`config.mk`:
```
export PLATFORM = sky130hd
export DESIGN_NAME = watchdog_power_sequencer
export DESIGN_NICKNAME = d
export VERILOG_FILES = /design/src/rtl/wdps_pkg.sv /design/src/rtl/watchdog_power_sequencer.sv
export SDC_FILE = /design/constraint.sdc
export NUM_CORES = 1
export LEC_CHECK = 0
export ABC_AREA = 1
export BUFFER_PORTS_ARGS = -buffer_cell sky130_fd_sc_hd__buf_2
export CORE_ASPECT_RATIO = 0.5
export CORE_MARGIN = 1
export CORE_UTILIZATION = 63
export CTS_CLUSTER_DIAMETER = 80
export DETAILED_ROUTE_END_ITERATION = 10
export GPL_TIMING_DRIVEN = 0
export PLACE_DENSITY = 0.9
export SLEW_MARGIN = 20
export SYNTH_ARGS = -nofsm -noshare
export SYNTH_HDL_FRONTEND = slang
export SYNTH_SLANG_ARGS = --single-unit
```
`constraint.sdc`:
```
create_clock -name i_clk -period 2.2 [get_ports i_clk]
set_clock_uncertainty 0.1 [all_clocks]
set_input_delay 0.11 -clock i_clk [delete_from_list [all_inputs] [get_ports i_clk]]
set_output_delay 0.11 -clock i_clk [all_outputs]
set_load 0.01 [all_outputs]
```
`src/rtl/wdps_pkg.sv`:
```
// Package: timing constants, states and carrier structs for the supervisor
package wdps_pkg;

  // Clock rate
  localparam longint unsigned CLK_HZ = 64'd125_000_000;

  // Watchdog timeout in minutes
  localparam longint unsigned WDOG_TIMEOUT_MIN = 64'd10;
  localparam longint unsigned WDOG_TIMEOUT_CYC = WDOG_TIMEOUT_MIN * 64'd60 * CLK_HZ;

  // Longest time from shutdown notice to power down, in ms (rounded down)
  localparam longint unsigned OFF_MAX_MS = 64'd1000;
  localparam longint unsigned OFF_CYC = OFF_MAX_MS * CLK_HZ / 64'd1000;

  // Width of the long counters
  localparam int unsigned CNT_W = 40;

  // Module reset pulse length in cycles, less one (the pulse lasts this count plus one)
  localparam int unsigned RST_PULSE_CYC = 16;

  // Power states, one-hot
  typedef enum logic [3:0] {
    ST_SEARCH = 4'b0001,
    ST_ON = 4'b0010,
    ST_SHUTDOWN = 4'b0100,
    ST_DOWN = 4'b1000
  } pwr_state_e;

  // Pin inputs after synchronisation
  typedef struct packed {
    logic kick;
    logic term_ready;
    logic forced_off;
    logic temp_fault;
    logic volt_fault;
  } pins_s;

  // Power outputs
  typedef struct packed {
    logic supply_on;
    logic module_reset;
    logic shutdown_notice;
    logic powered_down;
    logic temp_alert;
  } pwr_s;

endpackage

```
`src/rtl/watchdog_power_sequencer.sv`:
```
// Watchdog and power sequencer for the radio module
`timescale 1ns/1ns
// Overview of operation
// - A timer of ten minutes runs from power-up or from the last kick.
// - On timeout the module gets a reset pulse and supervision restarts.
// - A kick pulse restarts the timeout count from zero.
// - The terminal powers on at supply and enters the network search state.
// - After an orderly power-off, terminal-ready activation powers it on.
// - After the shutdown notice, the module is off within one second.
// - Forced power-off removes all module supplies at once.
// - Temperature or voltage faults start an orderly shutdown.
// - Each temperature fault entry and exit raises an alert if enabled.
module watchdog_power_sequencer #(
  parameter logic [39:0] TIMEOUT_CYC = 40'(wdps_pkg::WDOG_TIMEOUT_CYC),
  parameter logic [39:0] SHUTDOWN_CYC = 40'(wdps_pkg::OFF_CYC)
) (
  input wire logic i_clk,
  input wire logic i_arst_n,
  input wire logic i_watchdog_kick_pin,
  input wire logic i_term_ready,
  input wire logic i_forced_off,
  input wire logic i_temp_fault,
  input wire logic i_volt_fault,
  input wire logic i_poweroff_cmd,
  input wire logic i_search_done,
  input wire logic i_alert_en,
  output logic o_supply_on,
  output logic o_module_reset,
  output logic o_shutdown_notice,
  output logic o_powered_down,
  output logic o_temp_alert,
  output logic o_net_search
);

  // Two-stage synchronisers for the pin inputs
  wdps_pkg::pins_s meta;
  wdps_pkg::pins_s sync;
  wdps_pkg::pins_s sync_d;
  wdps_pkg::pins_s raw;

  assign raw = '{kick: i_watchdog_kick_pin, term_ready: i_term_ready,
                 forced_off: i_forced_off, temp_fault: i_temp_fault,
                 volt_fault: i_volt_fault};

  always_ff @(posedge i_clk or negedge i_arst_n)
  begin
    if (!i_arst_n)
    begin
      meta <= '0;
      sync <= '0;
      sync_d <= '0;
    end
    else
    begin
      meta <= raw;
      sync <= meta;
      sync_d <= sync;
    end
  end

  // Edge detection on synchronised levels only
  logic kick_rise;
  logic ready_rise;
  logic temp_edge;
  logic fault;
  assign kick_rise = sync.kick && !sync_d.kick;
  assign ready_rise = sync.term_ready && !sync_d.term_ready;
  assign temp_edge = sync.temp_fault != sync_d.temp_fault;
  assign fault = sync.temp_fault || sync.volt_fault;

  // Power state machine and counters
  wdps_pkg::pwr_state_e state;
  wdps_pkg::pwr_state_e next_state;
  logic [39:0] wd_cnt;
  logic [39:0] next_wd_cnt;
  logic [39:0] off_cnt;
  logic [39:0] next_off_cnt;
  logic [4:0] rst_cnt;
  logic [4:0] next_rst_cnt;
  wdps_pkg::pwr_s outs;
  wdps_pkg::pwr_s next_outs;
  logic net_search;
  logic next_net_search;

  always_comb
  begin
    next_state = state;
    next_wd_cnt = wd_cnt;
    next_off_cnt = off_cnt;
    next_rst_cnt = rst_cnt;
    next_outs = outs;
    next_outs.temp_alert = i_alert_en && temp_edge;
    next_outs.shutdown_notice = 1'b0;
    next_outs.module_reset = rst_cnt != 5'd0;
    if (rst_cnt != 5'd0)
    begin
      next_rst_cnt = rst_cnt - 5'd1;
    end
    case (state)
      wdps_pkg::ST_SEARCH, wdps_pkg::ST_ON:
      begin
        if (state == wdps_pkg::ST_SEARCH && i_search_done)
        begin
          next_state = wdps_pkg::ST_ON;
        end
        // Kick wins; a reset pulse also restarts supervision
        if (kick_rise || rst_cnt != 5'd0)
        begin
          next_wd_cnt = '0;
        end
        else if (wd_cnt >= TIMEOUT_CYC - 40'd1)
        begin
          next_wd_cnt = '0;
          next_rst_cnt = 5'(wdps_pkg::RST_PULSE_CYC);
          next_outs.module_reset = 1'b1;
          next_state = wdps_pkg::ST_SEARCH;
        end
        else
        begin
          next_wd_cnt = wd_cnt + 40'd1;
        end
        if (i_poweroff_cmd || fault)
        begin
          next_state = wdps_pkg::ST_SHUTDOWN;
          next_outs.shutdown_notice = 1'b1;
          next_off_cnt = '0;
        end
      end
      wdps_pkg::ST_SHUTDOWN:
      begin
        next_off_cnt = off_cnt + 40'd1;
        if (off_cnt >= SHUTDOWN_CYC - 40'd1)
        begin
          next_state = wdps_pkg::ST_DOWN;
          next_outs.supply_on = 1'b0;
          next_outs.powered_down = 1'b1;
        end
      end
      wdps_pkg::ST_DOWN:
      begin
        // Fault must clear first or the wake would bounce straight off
        if (ready_rise && !fault)
        begin
          next_state = wdps_pkg::ST_SEARCH;
          next_outs.supply_on = 1'b1;
          next_outs.powered_down = 1'b0;
          next_wd_cnt = '0;
        end
      end
      default:
      begin
        next_state = wdps_pkg::ST_DOWN;
      end
    endcase
    // Forced off overrides the state and the power and reset outputs, no orderly phase; temperature alerts still pass
    if (sync.forced_off)
    begin
      next_state = wdps_pkg::ST_DOWN;
      next_outs.supply_on = 1'b0;
      next_outs.powered_down = 1'b1;
      next_outs.shutdown_notice = 1'b0;
      next_outs.module_reset = 1'b0;
      next_rst_cnt = '0;
    end
    next_net_search = next_state == wdps_pkg::ST_SEARCH;
  end

  // Registers; reset means supply present, so power on into search
  always_ff @(posedge i_clk or negedge i_arst_n)
  begin
    if (!i_arst_n)
    begin
      state <= wdps_pkg::ST_SEARCH;
      wd_cnt <= '0;
      off_cnt <= '0;
      rst_cnt <= '0;
      outs <= '{supply_on: 1'b1, module_reset: 1'b0, shutdown_notice: 1'b0,
                powered_down: 1'b0, temp_alert: 1'b0};
      net_search <= 1'b1;
    end
    else
    begin
      state <= next_state;
      wd_cnt <= next_wd_cnt;
      off_cnt <= next_off_cnt;
      rst_cnt <= next_rst_cnt;
      outs <= next_outs;
      net_search <= next_net_search;
    end
  end

  assign o_supply_on = outs.supply_on;
  assign o_module_reset = outs.module_reset;
  assign o_shutdown_notice = outs.shutdown_notice;
  assign o_powered_down = outs.powered_down;
  assign o_temp_alert = outs.temp_alert;
  assign o_net_search = net_search;

  // Checks
  logic running;
  assign running = state == wdps_pkg::ST_SEARCH || state == wdps_pkg::ST_ON;
endmodule

```
## Yosys cells after proc, flatten, opt, wreduce, memory -nomap -nowiden

Cells that the tools add are included.

- Logic and storage cells: 87
- Register bits: 108

- Equality and inequality tests: 10
- Add/subtract/negate cells: 3
- Multiplexer cells: 30
- Reduce and logical (&&, ||, !) cells: 19
- Order comparisons: 2

Operator list:

| operator | count |
|---|---|
| 2-to-1 mux 40 bit | 4 |
| case mux 40 bit (2 select lines) | 2 |
| adder 40 x 1 -> 40 bit (second input constant) | 2 |
| >= comparator 40 x 27 -> 1 bit (second input constant) | 1 |
| >= comparator 40 x 37 -> 1 bit (second input constant) | 1 |
| 2-to-1 mux 4 bit | 8 |
| 2-to-1 mux 5 bit | 5 |
| case mux 4 bit (3 select lines) | 1 |
| == test 4 x 1 -> 1 bit (second input constant) | 2 |
| 2-to-1 mux 1 bit | 7 |
| != test 3 bit (second input constant) | 2 |
| logical AND 1 bit | 5 |
| nonzero test 5 bit | 1 |
| subtractor 5 x 1 -> 5 bit (second input constant) | 1 |
| == test 4 x 2 -> 1 bit (second input constant) | 1 |
| == test 4 x 3 -> 1 bit (second input constant) | 1 |
| == test 4 bit (second input constant) | 1 |
| != test 2 bit (second input constant) | 2 |
| case mux 1 bit (2 select lines) | 2 |
| AND reduction 2 bit | 2 |
| nonzero test 2 bit | 2 |
| logical NOT 1 bit | 3 |
| logical OR 1 bit | 3 |
| AND reduction 3 bit | 1 |
| other kinds (4) | 4 |

## Logic depth before layout (Yosys ltp)

Gate-level depths: netlist (run 1).

- Depth in word-level cells: 9
- Depth in mapped cells: 13
- Gate-level depth less buffers: 13

## Least setup slack after synthesis (run 1)

OpenSTA, ideal clock, no wires.

- Path kind: flip-flop to flip-flop
- From: register off_cnt[0]
- To: register off_cnt[32]
- Data arrival time: 1.551 ns
- Stages on the path, launching flop included: 9
- Setup slack: 0.408 ns
- Cell sequence: dfrtp_1 > ha_1 > nand3_1 > nor2_2 > inv_1 > nor3_2 > nand2_1 > xor2_1 > o22ai_1

- Word-level cells in the longest chain between the ends: 2

RTL lines:

| item | line | source |
|---|---|---|
| start: declaration | watchdog_power_sequencer.sv:76 | `logic [39:0] off_cnt;` |
| start signal: assignment | watchdog_power_sequencer.sv:185 | `off_cnt <= next_off_cnt;` |
| adder 40 x 1 -> 40 bit | watchdog_power_sequencer.sv:131 | `next_off_cnt = off_cnt + 40'd1;` |
| case mux 40 bit (2 select lines) | watchdog_power_sequencer.sv:99 | `case (state)` |

No other way between the ends.
A chain may end at the register's enable or synchronous reset.

## Worst setup path in the final report (run 1)

- From: register wd_cnt[0]
- To: register net_search, in the netlist o_net_search

- Word-level cells in the longest chain between the ends: 7

RTL lines:

| item | line | source |
|---|---|---|
| start: declaration | watchdog_power_sequencer.sv:74 | `logic [39:0] wd_cnt;` |
| start signal: assignment | watchdog_power_sequencer.sv:184 | `wd_cnt <= next_wd_cnt;` |
| >= comparator 40 x 37 -> 1 bit | watchdog_power_sequencer.sv:111 | `else if (wd_cnt >= TIMEOUT_CYC - 40'd1)` |
| 2-to-1 mux 4 bit | watchdog_power_sequencer.sv:111 |  |
| 2-to-1 mux 4 bit | watchdog_power_sequencer.sv:107 | `if (kick_rise \|\| rst_cnt != 5'd0)` |
| 2-to-1 mux 4 bit | watchdog_power_sequencer.sv:122 | `if (i_poweroff_cmd \|\| fault)` |
| case mux 4 bit (3 select lines) | watchdog_power_sequencer.sv:99 |  |
| 2-to-1 mux 4 bit | watchdog_power_sequencer.sv:156 | `if (sync.forced_off)` |
| == test 4 x 1 -> 1 bit | watchdog_power_sequencer.sv:165 | `next_net_search = next_state == wdps_pkg::ST_SEARCH;` |
| named net next_net_search | watchdog_power_sequencer.sv:83 | `logic next_net_search;` |
| end signal: assignment | watchdog_power_sequencer.sv:188 | `net_search <= next_net_search;` |
| end: declaration | watchdog_power_sequencer.sv:82 | `logic net_search;` |

The timed path passes the listed nets, and every way through them passes these cells.

==> qor.txt, run 1 <==
Total number of vias = 6322
Async SR Flop Fraction = 100%
Max-cap violations = 0
Post-Syn Area = 6520 µm²
Min cycle time layout = 2.09 ns
Netlist cell types = 43
Initial core utilization = 67.0%
Worst R2R End = o_net_search
Synth warn = 0
Core Rows = 25
Routed WL per cell = 15.6 µm
Setup Viol. Count Final = 0
Main synth FF type = dfrtp_1
Initial antenna violation count = 0
Max FO, Critical Path = 7
Dominant combinational cell family by area after synthesis = simple AND/OR/NAND/NOR gates
Startpoint types = flop
RSZ-0062 raised after global routing = false
Final Cell Area = 7210 µm²
Slew Viols, Final = 0
Complex-gate fraction of the synthesized area = 9.31%
Reg2Reg Depth = 11
Period utilization = 94.9%
Hold Startpoint = i_poweroff_cmd
Critical setup path kind = reg2reg
Leakage = 3.49 nW
Top Ports = 16
Clk buf depth = 2
Layout area overhead = 10.7%
Hold WS = 0.0224 ns
Cells after synthesis = 892
Largest net degree at the start of global routing = 82
Top cell type's share of synthesized area = 40.3%
Drt drc = 0
Most frequent cells in the layout = nand2_1 (220), nor2_1 (125), inv_1 (104), dfrtp_1 (104), nand3_1 (62)
Chip width = 146 µm
Crit. End Element = flop
Clk pin slew, worst setup/hold paths = 0.07 ns
Final net count = 939
CTS Root Buffer Type = clkbuf_16
Max-slew headroom = 57.1%
Area share of fa/ha/maj cells after synthesis = 0.576%
Setup TNS = 0 ns
Vias in the first global route = 5954
Total wire length = 16600 µm
Drt via density = 5.93
Final hold violation count = 0
Post-Layout Cell Count = 1066
First-pass GRT wire length = 27200 µm
CP arrival = 2.27 ns
Diode count = 0
DRT Pass-1 Iters = 5
Post-Synth XOR/XNOR Area = 3.63%
Post-layout util = 74.2%
DRT iter0 DRCs = 684
CTS tree = done
Clk sinks = 108
Syn Nets = 905
Pre-CTS setup slack = -0.0621 ns
Placement Cell Area = 6790 µm²
Worst skew pair latency = 0.36 ns
Hold Path Sink = state[0]
Gp weighted congestion = 0.962
Type of the tightest min-delay check = in2reg
Htree depth = 3
Leading area contributor after synthesis = dfrtp_1
Cell Pwr Density = 609 nW/µm²
#FFs+latches synth = 108
Synthesized area per cell = 7.31 µm²
Share of cells above drive strength 1 = 12.1%
Total power = 4.39 mW
Total CTS buffers = 9
Grt ovf = 0
Simple logic cell fraction of the synthesized area = 36.2%
Final worst slack = 0.111 ns
Least-Margin Pin Slew = 0.644 ns
Commonest non-fill, non-tap cell in the layout = nand2_1
# port buffers = 15
Die area = 10800 µm²
FMAX = 0.479 GHz
Routed Antenna Nets = 0
Mux cell area share after synthesis = 0.307%
Postcts setup bufs = 0
Hold Crit Depth = 6
Placed cells = 1043
Peak supply drop = 0.553 mV
Worst endpoint required time = 2.38 ns
Total GRT Usage = 32.3%
Placed wire-length estimate = 11800 µm
Core footprint = 9730 µm²
Post-synth EDFFs = 0
Run status = complete, no violations
Synth area leaders = dfrtp_1 (40%), nand2_1 (13%), nor2_1 (7.3%), inv_1 (6.0%), nand3_1 (4.8%)
Sequential cell area fraction in the yosys report = 41.5%
R2R setup slack = 0.11 ns
RR Startpoint = wd_cnt[0]
Die Ht = 73.9 µm
[synthesized netlist by cell type, drive strengths merged, types with 4 or more instances]
| master | number |
|---|---|
| dfrtp | 105 |
| o22ai | 25 |
| nor2 | 140 |
| xor2 | 22 |
| buf | 13 |
| a21oi | 26 |
| o31ai | 4 |
| nor3 | 29 |
| nand2 | 227 |
| nand3 | 66 |
| o21ai | 43 |
| nand4 | 38 |
| inv | 123 |
| xnor2 | 5 |
[layout make-up]
class | count | area [µm²]
plain buffers | 15 | 91.3
clock buffers | 9 | 225
clock inverters | 7 | 106
fillers | 721 | 2510
inverters | 123 | 462
multi-input cells | 646 | 3270
flip-flops and latches | 108 | 2710
well taps | 135 | 169
repair buffers | 23 | 179
[layer usage]
layer | share of wire, % | wire, µm | global-route usage [%] | vias up
li1 | - | - | - | 2981
met1 | 41 | 6860 | 39.5 | 2985
met2 | 48 | 7900 | 57.4 | 295
met3 | 7.5 | 1240 | 5.65 | 61
met4 | 3.5 | 579 | 15.6 | 0
met5 | 0 | 0 | 0 | -
[report_power, final]
part	leakage [nW]	switching, mW	internal [mW]
registers	1.30	0.0851	2.06
logic	2.03	0.286	0.141
clock network	0.156	0.797	1.02
total	3.49	1.17	3.22
[worst max path at each step]
stage / startpoint / to / slack (ns) / cells past startpoint
after floorplan: off_cnt[0] / off_cnt[32] / 0.41 / 8
after global placement: i_arst_n / wd_cnt[37] / -0.31 / 1
after detailed placement: off_cnt[0] / off_cnt[32] / -0.06 / 8
after CTS: off_cnt[0] / off_cnt[24] / 0.04 / 8
after global routing: wd_cnt[0] / o_net_search / 0.01 / 11
final: wd_cnt[0] / o_net_search / 0.11 / 11
[critical path: stages (launching register included)]
cell and delay [ns]:
dfrtp_1 0.41, ha_2 0.24, nand2_2 0.12, nor2_8 0.18, nand2_2 0.11, nor2_4 0.14
nand3_2 0.11, nand3_4 0.17, nand2_2 0.08, nand2_1 0.12, nand3_1 0.09, nor2_1 0.15
[registers in the layout, summed over array words and instances (netlist names), 3 cells and up]
signal and cells:
state 4, wd_cnt 40, off_cnt 40, sync 5, rst_cnt 5, meta 5, sync_d 3
[logic make-up after synthesis]
| group | Yosys count |
|---|---|
| compound gates | 106 |
| buf+inv | 138 |
| simple gates | 508 |
| xor+xnor | 27 |
| fa+ha+maj | 3 |
| mux | 2 |
| flops | 108 |
[what timing repair did]
| action | in CTS | in global routing |
|---|---|---|
| setup endpoints to repair | 5 | 19 |
| endpoints found under the hold margin | 112 | 0 |
| resized for setup | 2 | 4 |
| hold buffers | 7 | 0 |
(Power assumes the default switching activity.)
==> run 2: changes to the inputs <==
--- a/config.mk
+++ b/config.mk
@@ -14,6 +14,7 @@
 export DETAILED_ROUTE_END_ITERATION = 10
 export GPL_TIMING_DRIVEN = 0
 export PLACE_DENSITY = 0.9
+export SETUP_SLACK_MARGIN = 0.2
 export SLEW_MARGIN = 20
 export SYNTH_ARGS = -nofsm -noshare
 export SYNTH_HDL_FRONTEND = slang
==> run 2 against run 1 <==
Maximum frequency up 4.8%. Wire length increased by 6.9%. Final cell count increased by 1.8%. First-iteration DRC count decreased by 4.8%. Utilization rose by 2.9 points. Count of clock-buffer cells in the layout is the same. Global-route usage increased by 0.21 points. Sequential power about the same. Cell area grew 3.9%. Setup slack improved by 0.096 ns. Non-clock buffer count up 19. Combinational power grew 5.6%.
==> qor.txt, run 2 (synthesis gave the netlist of run 1 again) <==
Top Ports = 16 (unchanged)
Clk buf depth = 2 (unchanged)
Final Cell Area = 7500 µm² (was 7210 µm²)
Placed wire-length estimate = 11800 µm (unchanged)
Core footprint = 9730 µm² (unchanged)
Hold WS = 0.0669 ns (was 0.0224 ns)
Final net count = 958 (was 939)
Max-cap violations = 0 (unchanged)
Gp weighted congestion = 0.962 (unchanged)
Commonest non-fill, non-tap cell in the layout = nand2_1 (unchanged)
Clk sinks = 108 (unchanged)
Total number of vias = 6547 (was 6322)
Die Ht = 73.9 µm (unchanged)
DRT iter0 DRCs = 651 (was 684)
Critical setup path kind = reg2reg (unchanged)
Clk pin slew, worst setup/hold paths = 0.07 ns (about the same)
Hold Crit Depth = 6 (unchanged)
Cell Pwr Density = 590 nW/µm² (was 609 nW/µm²)
Period utilization = 90.6% (was 94.9%)
Reg2Reg Depth = 9 (was 11)
Core Rows = 25 (unchanged)
Max FO, Critical Path = 10 (was 7)
Largest registers = off_cnt (40), wd_cnt (40) (unchanged)
Run status = complete, no violations (unchanged)
Total wire length = 17700 µm (was 16600 µm)
RSZ-0062 raised after global routing = true (was false)
Routed WL per cell = 16.3 µm (was 15.6 µm)
Peak supply drop = 0.550 mV (was 0.553 mV)
Worst skew pair latency = 0.36 ns (about the same)
Share of cells above drive strength 1 = 15.9% (was 12.1%)
DRT Pass-1 Iters = 6 (was 5)
# port buffers = 15 (unchanged)
Placed cells = 1043 (unchanged)
Max-slew headroom = 67.3% (was 57.1%)
Setup Viol. Count Final = 0 (unchanged)
Initial core utilization = 67.0% (unchanged)
CTS tree = done (unchanged)
Drt via density = 6.03 (was 5.93)
Slew Viols, Final = 0 (unchanged)
Routed Antenna Nets = 0 (unchanged)
Leakage = 3.63 nW (was 3.49 nW)
Drt drc = 0 (unchanged)
Startpoint types = flop (unchanged)
Total CTS buffers = 9 (unchanged)
CTS Root Buffer Type = clkbuf_16 (unchanged)
Post-layout util = 77.1% (was 74.2%)
Grt ovf = 0 (unchanged)
Htree depth = 3 (unchanged)
Initial antenna violation count = 0 (unchanged)
Post-Layout Cell Count = 1085 (was 1066)
Largest net degree at the start of global routing = 82 (unchanged)
Crit. End Element = flop (unchanged)
Total power = 4.42 mW (was 4.39 mW)
Type of the tightest min-delay check = in2reg (unchanged)
Placement Cell Area = 6790 µm² (unchanged)
FMAX = 0.502 GHz (was 0.479 GHz)
Min cycle time layout = 1.99 ns (was 2.09 ns)
Die area = 10800 µm² (unchanged)
Least-Margin Pin Slew = 0.487 ns (was 0.644 ns)
Layout area overhead = 15.1% (was 10.7%)
Most frequent cells in the layout = nand2_1 (214), nor2_1 (116), inv_1 (104), dfrtp_1 (102), nand3_1 (61) (was nand2_1 (220), nor2_1 (125), inv_1 (104), dfrtp_1 (104), nand3_1 (62))
Fillers = 656 (was 721)
First-pass GRT wire length = 27400 µm (was 27200 µm)
Total GRT Usage = 32.5% (was 32.3%)
Vias in the first global route = 5978 (was 5954)
CP arrival = 2.13 ns (was 2.27 ns)
Diode count = 0 (unchanged)
Final hold violation count = 0 (unchanged)
Worst endpoint required time = 2.33 ns (was 2.38 ns)
Chip width = 146 µm (unchanged)
run 2: timing repair:
action | CTS | global route
pin swaps | 3 | 7
resized for setup | 7 | 36
setup buffers | 4 | 15
hold buffers | 7 | 0
endpoints found under the hold margin | 112 | 0
endpoints found under the setup margin | 61 | 70
run 2: stage by stage:
| stage | TNS, ns | worst slack, ns |
|---|---|---|
| finish | 0 | 0.208 |
| global route | 0 | 0.114 |
| CTS | 0 | 0.170 |
| detailed placement | -0.0769 | -0.0621 |
| global placement | -32.12 | -0.314 |
| floorplan | 0 | 0.408 |
run 2: worst max-delay path, stage by stage, from the launching register on:
cell and delay [ns]:
dfrtp_1 0.39, inv_1 0.16, nand2_2 0.13, nor3_4 0.25, nand2_1 0.17, nand2_4 0.15
inv_2 0.13, clkbuf_4 0.22, nand2_1 0.08, o31ai_1 0.08
run 2: metal layers:
layer | part of all wire (%) | track usage [%] | vias up
met3 | 7.5 | 5.78 | 100
met5 | 0 | 0 | -
met2 | 47 | 57.1 | 335
met1 | 40 | 39.7 | 3094
met4 | 5.3 | 17.2 | 0
li1 | - | - | 3018
run 2: report_power, final:
| part | internal, mW | total, mW | switching [mW] |
|---|---|---|---|
| sequential | 2.06 | 2.15 | 0.0885 |
| combinational | 0.157 | 0.451 | 0.295 |
| clock | 1.02 | 1.82 | 0.799 |
| total | 3.24 | 4.42 | 1.18 |
run 2: area by class of cell:
type	count	area [µm²]	area share, %
inverter	123	464	6.19
tap	135	169	2.25
clock inverter	7	106	1.42
buffer	15	101	1.35
timing repair buffer	42	322	4.29
multi-input combinational	646	3400	45.4
clock buffer	9	225	3.00
sequential	108	2710	36.1
run 2: worst paths after layout:
kind	start	end	slack, ns
worst max register to register	state[1]	wd_cnt[10]	0.21
worst min register to register	meta[1]	sync[1]	0.25
min in group asynchronous	i_arst_n	off_cnt[0]	0.09
max in group asynchronous	i_arst_n	state[0]	1.20
worst max-delay path	state[1]	wd_cnt[10]	0.21
worst min-delay path	i_poweroff_cmd	state[0]	0.07
==> run 3: changes to the inputs <==
--- a/config.mk
+++ b/config.mk
@@ -5,13 +5,12 @@
 export SDC_FILE = /design/constraint.sdc
 export NUM_CORES = 1
 export LEC_CHECK = 0
-export ABC_AREA = 1
-export BUFFER_PORTS_ARGS = -buffer_cell sky130_fd_sc_hd__buf_2
 export CORE_ASPECT_RATIO = 0.5
 export CORE_MARGIN = 1
-export CORE_UTILIZATION = 63
+export CORE_UTILIZATION = 64
 export CTS_CLUSTER_DIAMETER = 80
 export DETAILED_ROUTE_END_ITERATION = 10
+export DONT_BUFFER_PORTS = 1
 export GPL_TIMING_DRIVEN = 0
 export PLACE_DENSITY = 0.9
 export SETUP_SLACK_MARGIN = 0.2
==> run 3 against run 2 <==
The flow now stops in 5_1_grt. Synthesized area is 12% lower. Synthesized cell count shrank 30%.
==> qor.txt, run 3 <==
Synth area leaders = dfrtp_1 (46%), nand2_1 (5.9%), nand3_1 (4.8%), nand4_1 (3.4%), o21ai_0 (3.3%) (was dfrtp_1 (40%), nand2_1 (13%), nor2_1 (7.3%), inv_1 (6.0%), nand3_1 (4.8%))
Run status = stopped before the end (was complete, no violations)
CTS Root Buffer Type = clkbuf_16 (unchanged)
Clk buf depth = 2 (unchanged)
Err = [ERROR DPL-0038] Utilization greater than 100%, impossible to legalize
Synthesized area per cell = 9.22 µm² (was 7.31 µm²)
Worst endpoint, post-GRT repair = wd_cnt[26]$_DFFE_PN0P_/D
Synth warn = 0 (unchanged)
Failing step = 5_1_grt
Most common library cells after synthesis = dfrtp_1 (105), nand2_1 (90), nand3_1 (55) (was nand2_1 (220), nor2_1 (126), dfrtp_1 (105))
Post-synth EDFFs = 0 (unchanged)
Async SR Flop Fraction = 100% (unchanged)
Leading area contributor after synthesis = dfrtp_1 (unchanged)
Worst endpoint pin kind = register input
Most frequent cell after synthesis = dfrtp_1 (was nand2_1)
# port buffers = 0 (was 15)
Cells after synthesis = 624 (was 892)
Clk sinks = 108 (unchanged)
Total CTS buffers = 9 (unchanged)
Post-Syn Area = 5750 µm² (was 6520 µm²)
Top Ports = 16 (unchanged)
Htree depth = 3 (unchanged)
Gp weighted congestion = 0.896 (was 0.962)
Core Rows = 24 (was 25)
Placed wire-length estimate = 9600 µm (was 11800 µm)
#FFs+latches synth = 108 (unchanged)
Initial core utilization = 66.0% (was 67.0%)
Sequential cell area fraction in the yosys report = 47.1% (was 41.5%)
Largest net degree at the start of global routing = 109
Top cell type's share of synthesized area = 45.7% (was 40.3%)
Die Ht = 69.0 µm (was 73.9 µm)
Syn Nets = 637 (was 905)
Chip width = 136 µm (was 146 µm)
Netlist cell types = 61 (was 43)
Main synth FF type = dfrtp_1 (unchanged)
run 3: logic make-up after synthesis:
logic type	Yosys count	share of synthesized area, %
simple gates	316	29.3
compound gates	131	15.4
flops	108	47.1
buf+inv	40	3.29
mux	15	2.61
xor+xnor	11	1.68
fa+ha+maj	3	0.653
run 3: metrics by stage:
step,setup WS (ns),cells,cell area (µm²),util (%)
4_1_cts,-0.0837,834,7740,88.9
3_5_place_dp,-0.477,741,6130,70.4
3_3_place_gp,-0.395,741,6130,70.4
2_1_floorplan,0.0240,624,5990,-
run 3: what timing repair did:
action / CTS
pin swaps: 47
hold buffers: 8
endpoints found under the setup margin: 79
buffers inserted: 63
gates resized for setup: 155
endpoints found under the hold margin: 116
cloned: 6
==> run 4: changes to the inputs <==
--- a/config.mk
+++ b/config.mk
@@ -5,15 +5,12 @@
 export SDC_FILE = /design/constraint.sdc
 export NUM_CORES = 1
 export LEC_CHECK = 0
-export CORE_ASPECT_RATIO = 0.5
 export CORE_MARGIN = 1
-export CORE_UTILIZATION = 64
-export CTS_CLUSTER_DIAMETER = 80
+export CORE_UTILIZATION = 40
 export DETAILED_ROUTE_END_ITERATION = 10
 export DONT_BUFFER_PORTS = 1
 export GPL_TIMING_DRIVEN = 0
-export PLACE_DENSITY = 0.9
-export SETUP_SLACK_MARGIN = 0.2
+export PLACE_DENSITY_LB_ADDON = 0.15
 export SLEW_MARGIN = 20
 export SYNTH_ARGS = -nofsm -noshare
 export SYNTH_HDL_FRONTEND = slang
==> run 4 against run 3 <==
The flow now finishes, with violations (hold timing, setup timing). Synthesized area is the same. Synthesized cell count is the same.
==> qor.txt, run 4 <==
Placement Cell Area = 6030 µm² (was 6130 µm²)
Routed Antenna Nets = 0
Layout area overhead = 36.1%
DRT Pass-1 Iters = 5
Synthesized area per cell = 9.22 µm² (unchanged)
Async SR Flop Fraction = 100% (unchanged)
Reg2Reg Depth = 7
CP arrival = 2.48 ns
Max-slew headroom = 59.9%
Total GRT Usage = 22.5%
Clk pin slew, worst setup/hold paths = 0.08 ns
CTS tree = done
Type of the tightest min-delay check = in2async
Final worst slack = -0.148 ns
Total wire length = 16500 µm
Commonest non-fill, non-tap cell in the layout = dfrtp_1
Least-Margin Pin Slew = 0.602 ns
Die area = 14900 µm²
CTS Root Buffer Type = clkbuf_16 (unchanged)
Clk sinks = 108 (unchanged)
Htree depth = 3 (unchanged)
Largest registers = off_cnt (40), wd_cnt (40)
Largest net degree at the start of global routing = 109
Max-cap violations = 0
Slowest stage delay, CP = 0.57 ns
FMAX = 0.426 GHz
Most frequent cell after synthesis = dfrtp_1 (unchanged)
Total number of vias = 5419
Peak supply drop = 0.414 mV
Period utilization = 107%
Launch point of the worst path = wd_cnt[21]
Worst-path cell chain = or4b_4 > and4bb_4 > o2111ai_4 > buf_8 > buf_12 > nand2_8 > o211ai_1
Placed wire-length estimate = 9580 µm (was 9600 µm)
Core footprint = 13900 µm²
Clk buf depth = 2 (unchanged)
RSZ-0062 raised after global routing = true
Worst skew pair latency = 0.36 ns
Post-Layout Cell Count = 891
Placed cells = 804 (was 741)
Core Rows = 43 (was 24)
Min cycle time layout = 2.35 ns
R2R setup slack = -0.15 ns
Worst R2R End = wd_cnt[29]
Worst Setup EP = wd_cnt[29]
Worst endpoint required time = 2.34 ns
Post-Syn Area = 5750 µm² (unchanged)
Post-synth EDFFs = 0 (unchanged)
Setup Viol. Count Final = 44
Syn Nets = 637 (unchanged)
Grt ovf = 0
Max FO, Critical Path = 8
Top cell type's share of synthesized area = 45.7% (unchanged)
Final hold violation count = 108
Total power = 3.92 mW
Most frequent cells in the layout = dfrtp_1 (92), nand2_1 (85), buf_4 (56), nand3_1 (37), nand4_1 (31)
Chip width = 122 µm (was 136 µm)
Vias in the first global route = 5201
Total CTS buffers = 9 (unchanged)
# hold bufs at CTS = 8 (unchanged)
Critical setup path kind = reg2reg
Sequential cell area fraction in the yosys report = 47.1% (unchanged)
First-pass GRT wire length = 26100 µm
Pre-CTS setup slack = -0.622 ns (was -0.477 ns)
Final net count = 719
Final Cell Area = 7830 µm²
Drt via density = 6.08
Synth warn = 0 (unchanged)
Slew Viols, Final = 0
Routed WL per cell = 18.5 µm
Run status = finished, violations left (was stopped before the end)
Drt drc = 0
Startpoint types = flop
Share of cells above drive strength 1 = 32.1%
Hold WS = -0.657 ns
Cell Pwr Density = 501 nW/µm²
Failing checks = hold timing, setup timing
Synth area leaders = dfrtp_1 (46%), nand2_1 (5.9%), nand3_1 (4.8%), nand4_1 (3.4%), o21ai_0 (3.3%) (unchanged)
RR Startpoint = wd_cnt[21]
Main synth FF type = dfrtp_1 (unchanged)
Initial core utilization = 41.3% (was 66.0%)
Crit-path slowest cell = or4b_4
Diode count = 0
Crit. End Element = flop
Initial antenna violation count = 0
Leading area contributor after synthesis = dfrtp_1 (unchanged)
DRT iter0 DRCs = 412
#FFs+latches synth = 108 (unchanged)
Most common library cells after synthesis = dfrtp_1 (105), nand2_1 (90), nand3_1 (55) (unchanged)
Cells after synthesis = 624 (unchanged)
Fillers = 1176
Netlist cell types = 61 (unchanged)
Die Ht = 122 µm (was 69.0 µm)
Top Ports = 16 (unchanged)
Leakage = 3.13 nW
# port buffers = 0 (unchanged)
Gp weighted congestion = 0.867 (was 0.896)
==> run 4: cell counts after synthesis <==
Identical to the previous run, type by type.
==> run 4: worst max-delay path, delay by kind of cell (launching register included) <==
family / cells / cell delay, ns
and+or+nand+nor: 3 / 1.02
AOI/OAI and AO/OA: 2 / 0.27
buffers and inverters: 2 / 0.34
DFF: 1 / 0.49
==> run 4: area by class of cell <==
type / instances / area, µm² / area share, %
Tap cell: 180 / 225 / 2.88
Clock inverter: 7 / 90.1 / 1.15
Clock buffer: 9 / 225 / 2.88
Multi-Input combinational cell: 479 / 3610 / 46.1
Timing Repair Buffer: 75 / 701 / 8.95
Inverter: 9 / 33.8 / 0.432
Sequential cell: 108 / 2720 / 34.8
Buffer: 24 / 223 / 2.85
==> run 4: kinds of logic after synthesis <==
family / Yosys count / synth area share [%]
flops: 108 / 47.1
compound gates: 131 / 15.4
mux: 15 / 2.61
simple gates: 316 / 29.3
xor+xnor: 11 / 1.68
buf+inv: 40 / 3.29
fa+ha+maj: 3 / 0.653
==> run 4: through the flow <==
step	utilization (%)	TNS, ns
floorplan	-	-0.00652
global route	56.2	-6.76
detailed placement	43.2	-23.34
finish	56.2	-3.43
global placement	43.2	-21.81
CTS	52.2	-2.35
==> run 4: repair_timing <==
item / 4_1_cts / 5_1_grt
buffers inserted: 40 / 26
gates resized for setup: 110 / 83
cloned: 5 / 2
pin swaps: 48 / 53
endpoints found under the setup margin: 75 / 79
hold endpoints to repair: 116 / 108
==> run 4: worst min path at each step <==
stage          slack, ns           to  depth (start not counted)
2_1_floorplan      -0.29      meta[0]                          0
3_3_place_gp       -0.28  off_cnt[33]                          0
3_5_place_dp       -0.28  off_cnt[31]                          0
4_1_cts            -0.67   wd_cnt[15]                          0
5_1_grt            -0.67   wd_cnt[11]                          0
6_report           -0.66  off_cnt[32]                          0
==> run 4: report_power, final <==
group / leakage (nW) / internal [mW] / switching (mW) / total [mW]
clock network: 0.156 / 0.916 / 0.821 / 1.74
registers: 1.28 / 2.02 / 0.0403 / 2.06
logic: 1.69 / 0.0526 / 0.0695 / 0.122
total: 3.13 / 2.99 / 0.931 / 3.92
==> run 4: layer usage <==
metal / vias to the layer above / wire length, µm / track usage [%]
met2: 156 / 8260 / 37.2
met1: 2713 / 7310 / 29.0
met3: 27 / 647 / 4.40
met4: 0 / 297 / 8.80
li1: 2523 / - / -
met5: - / 0 / 0
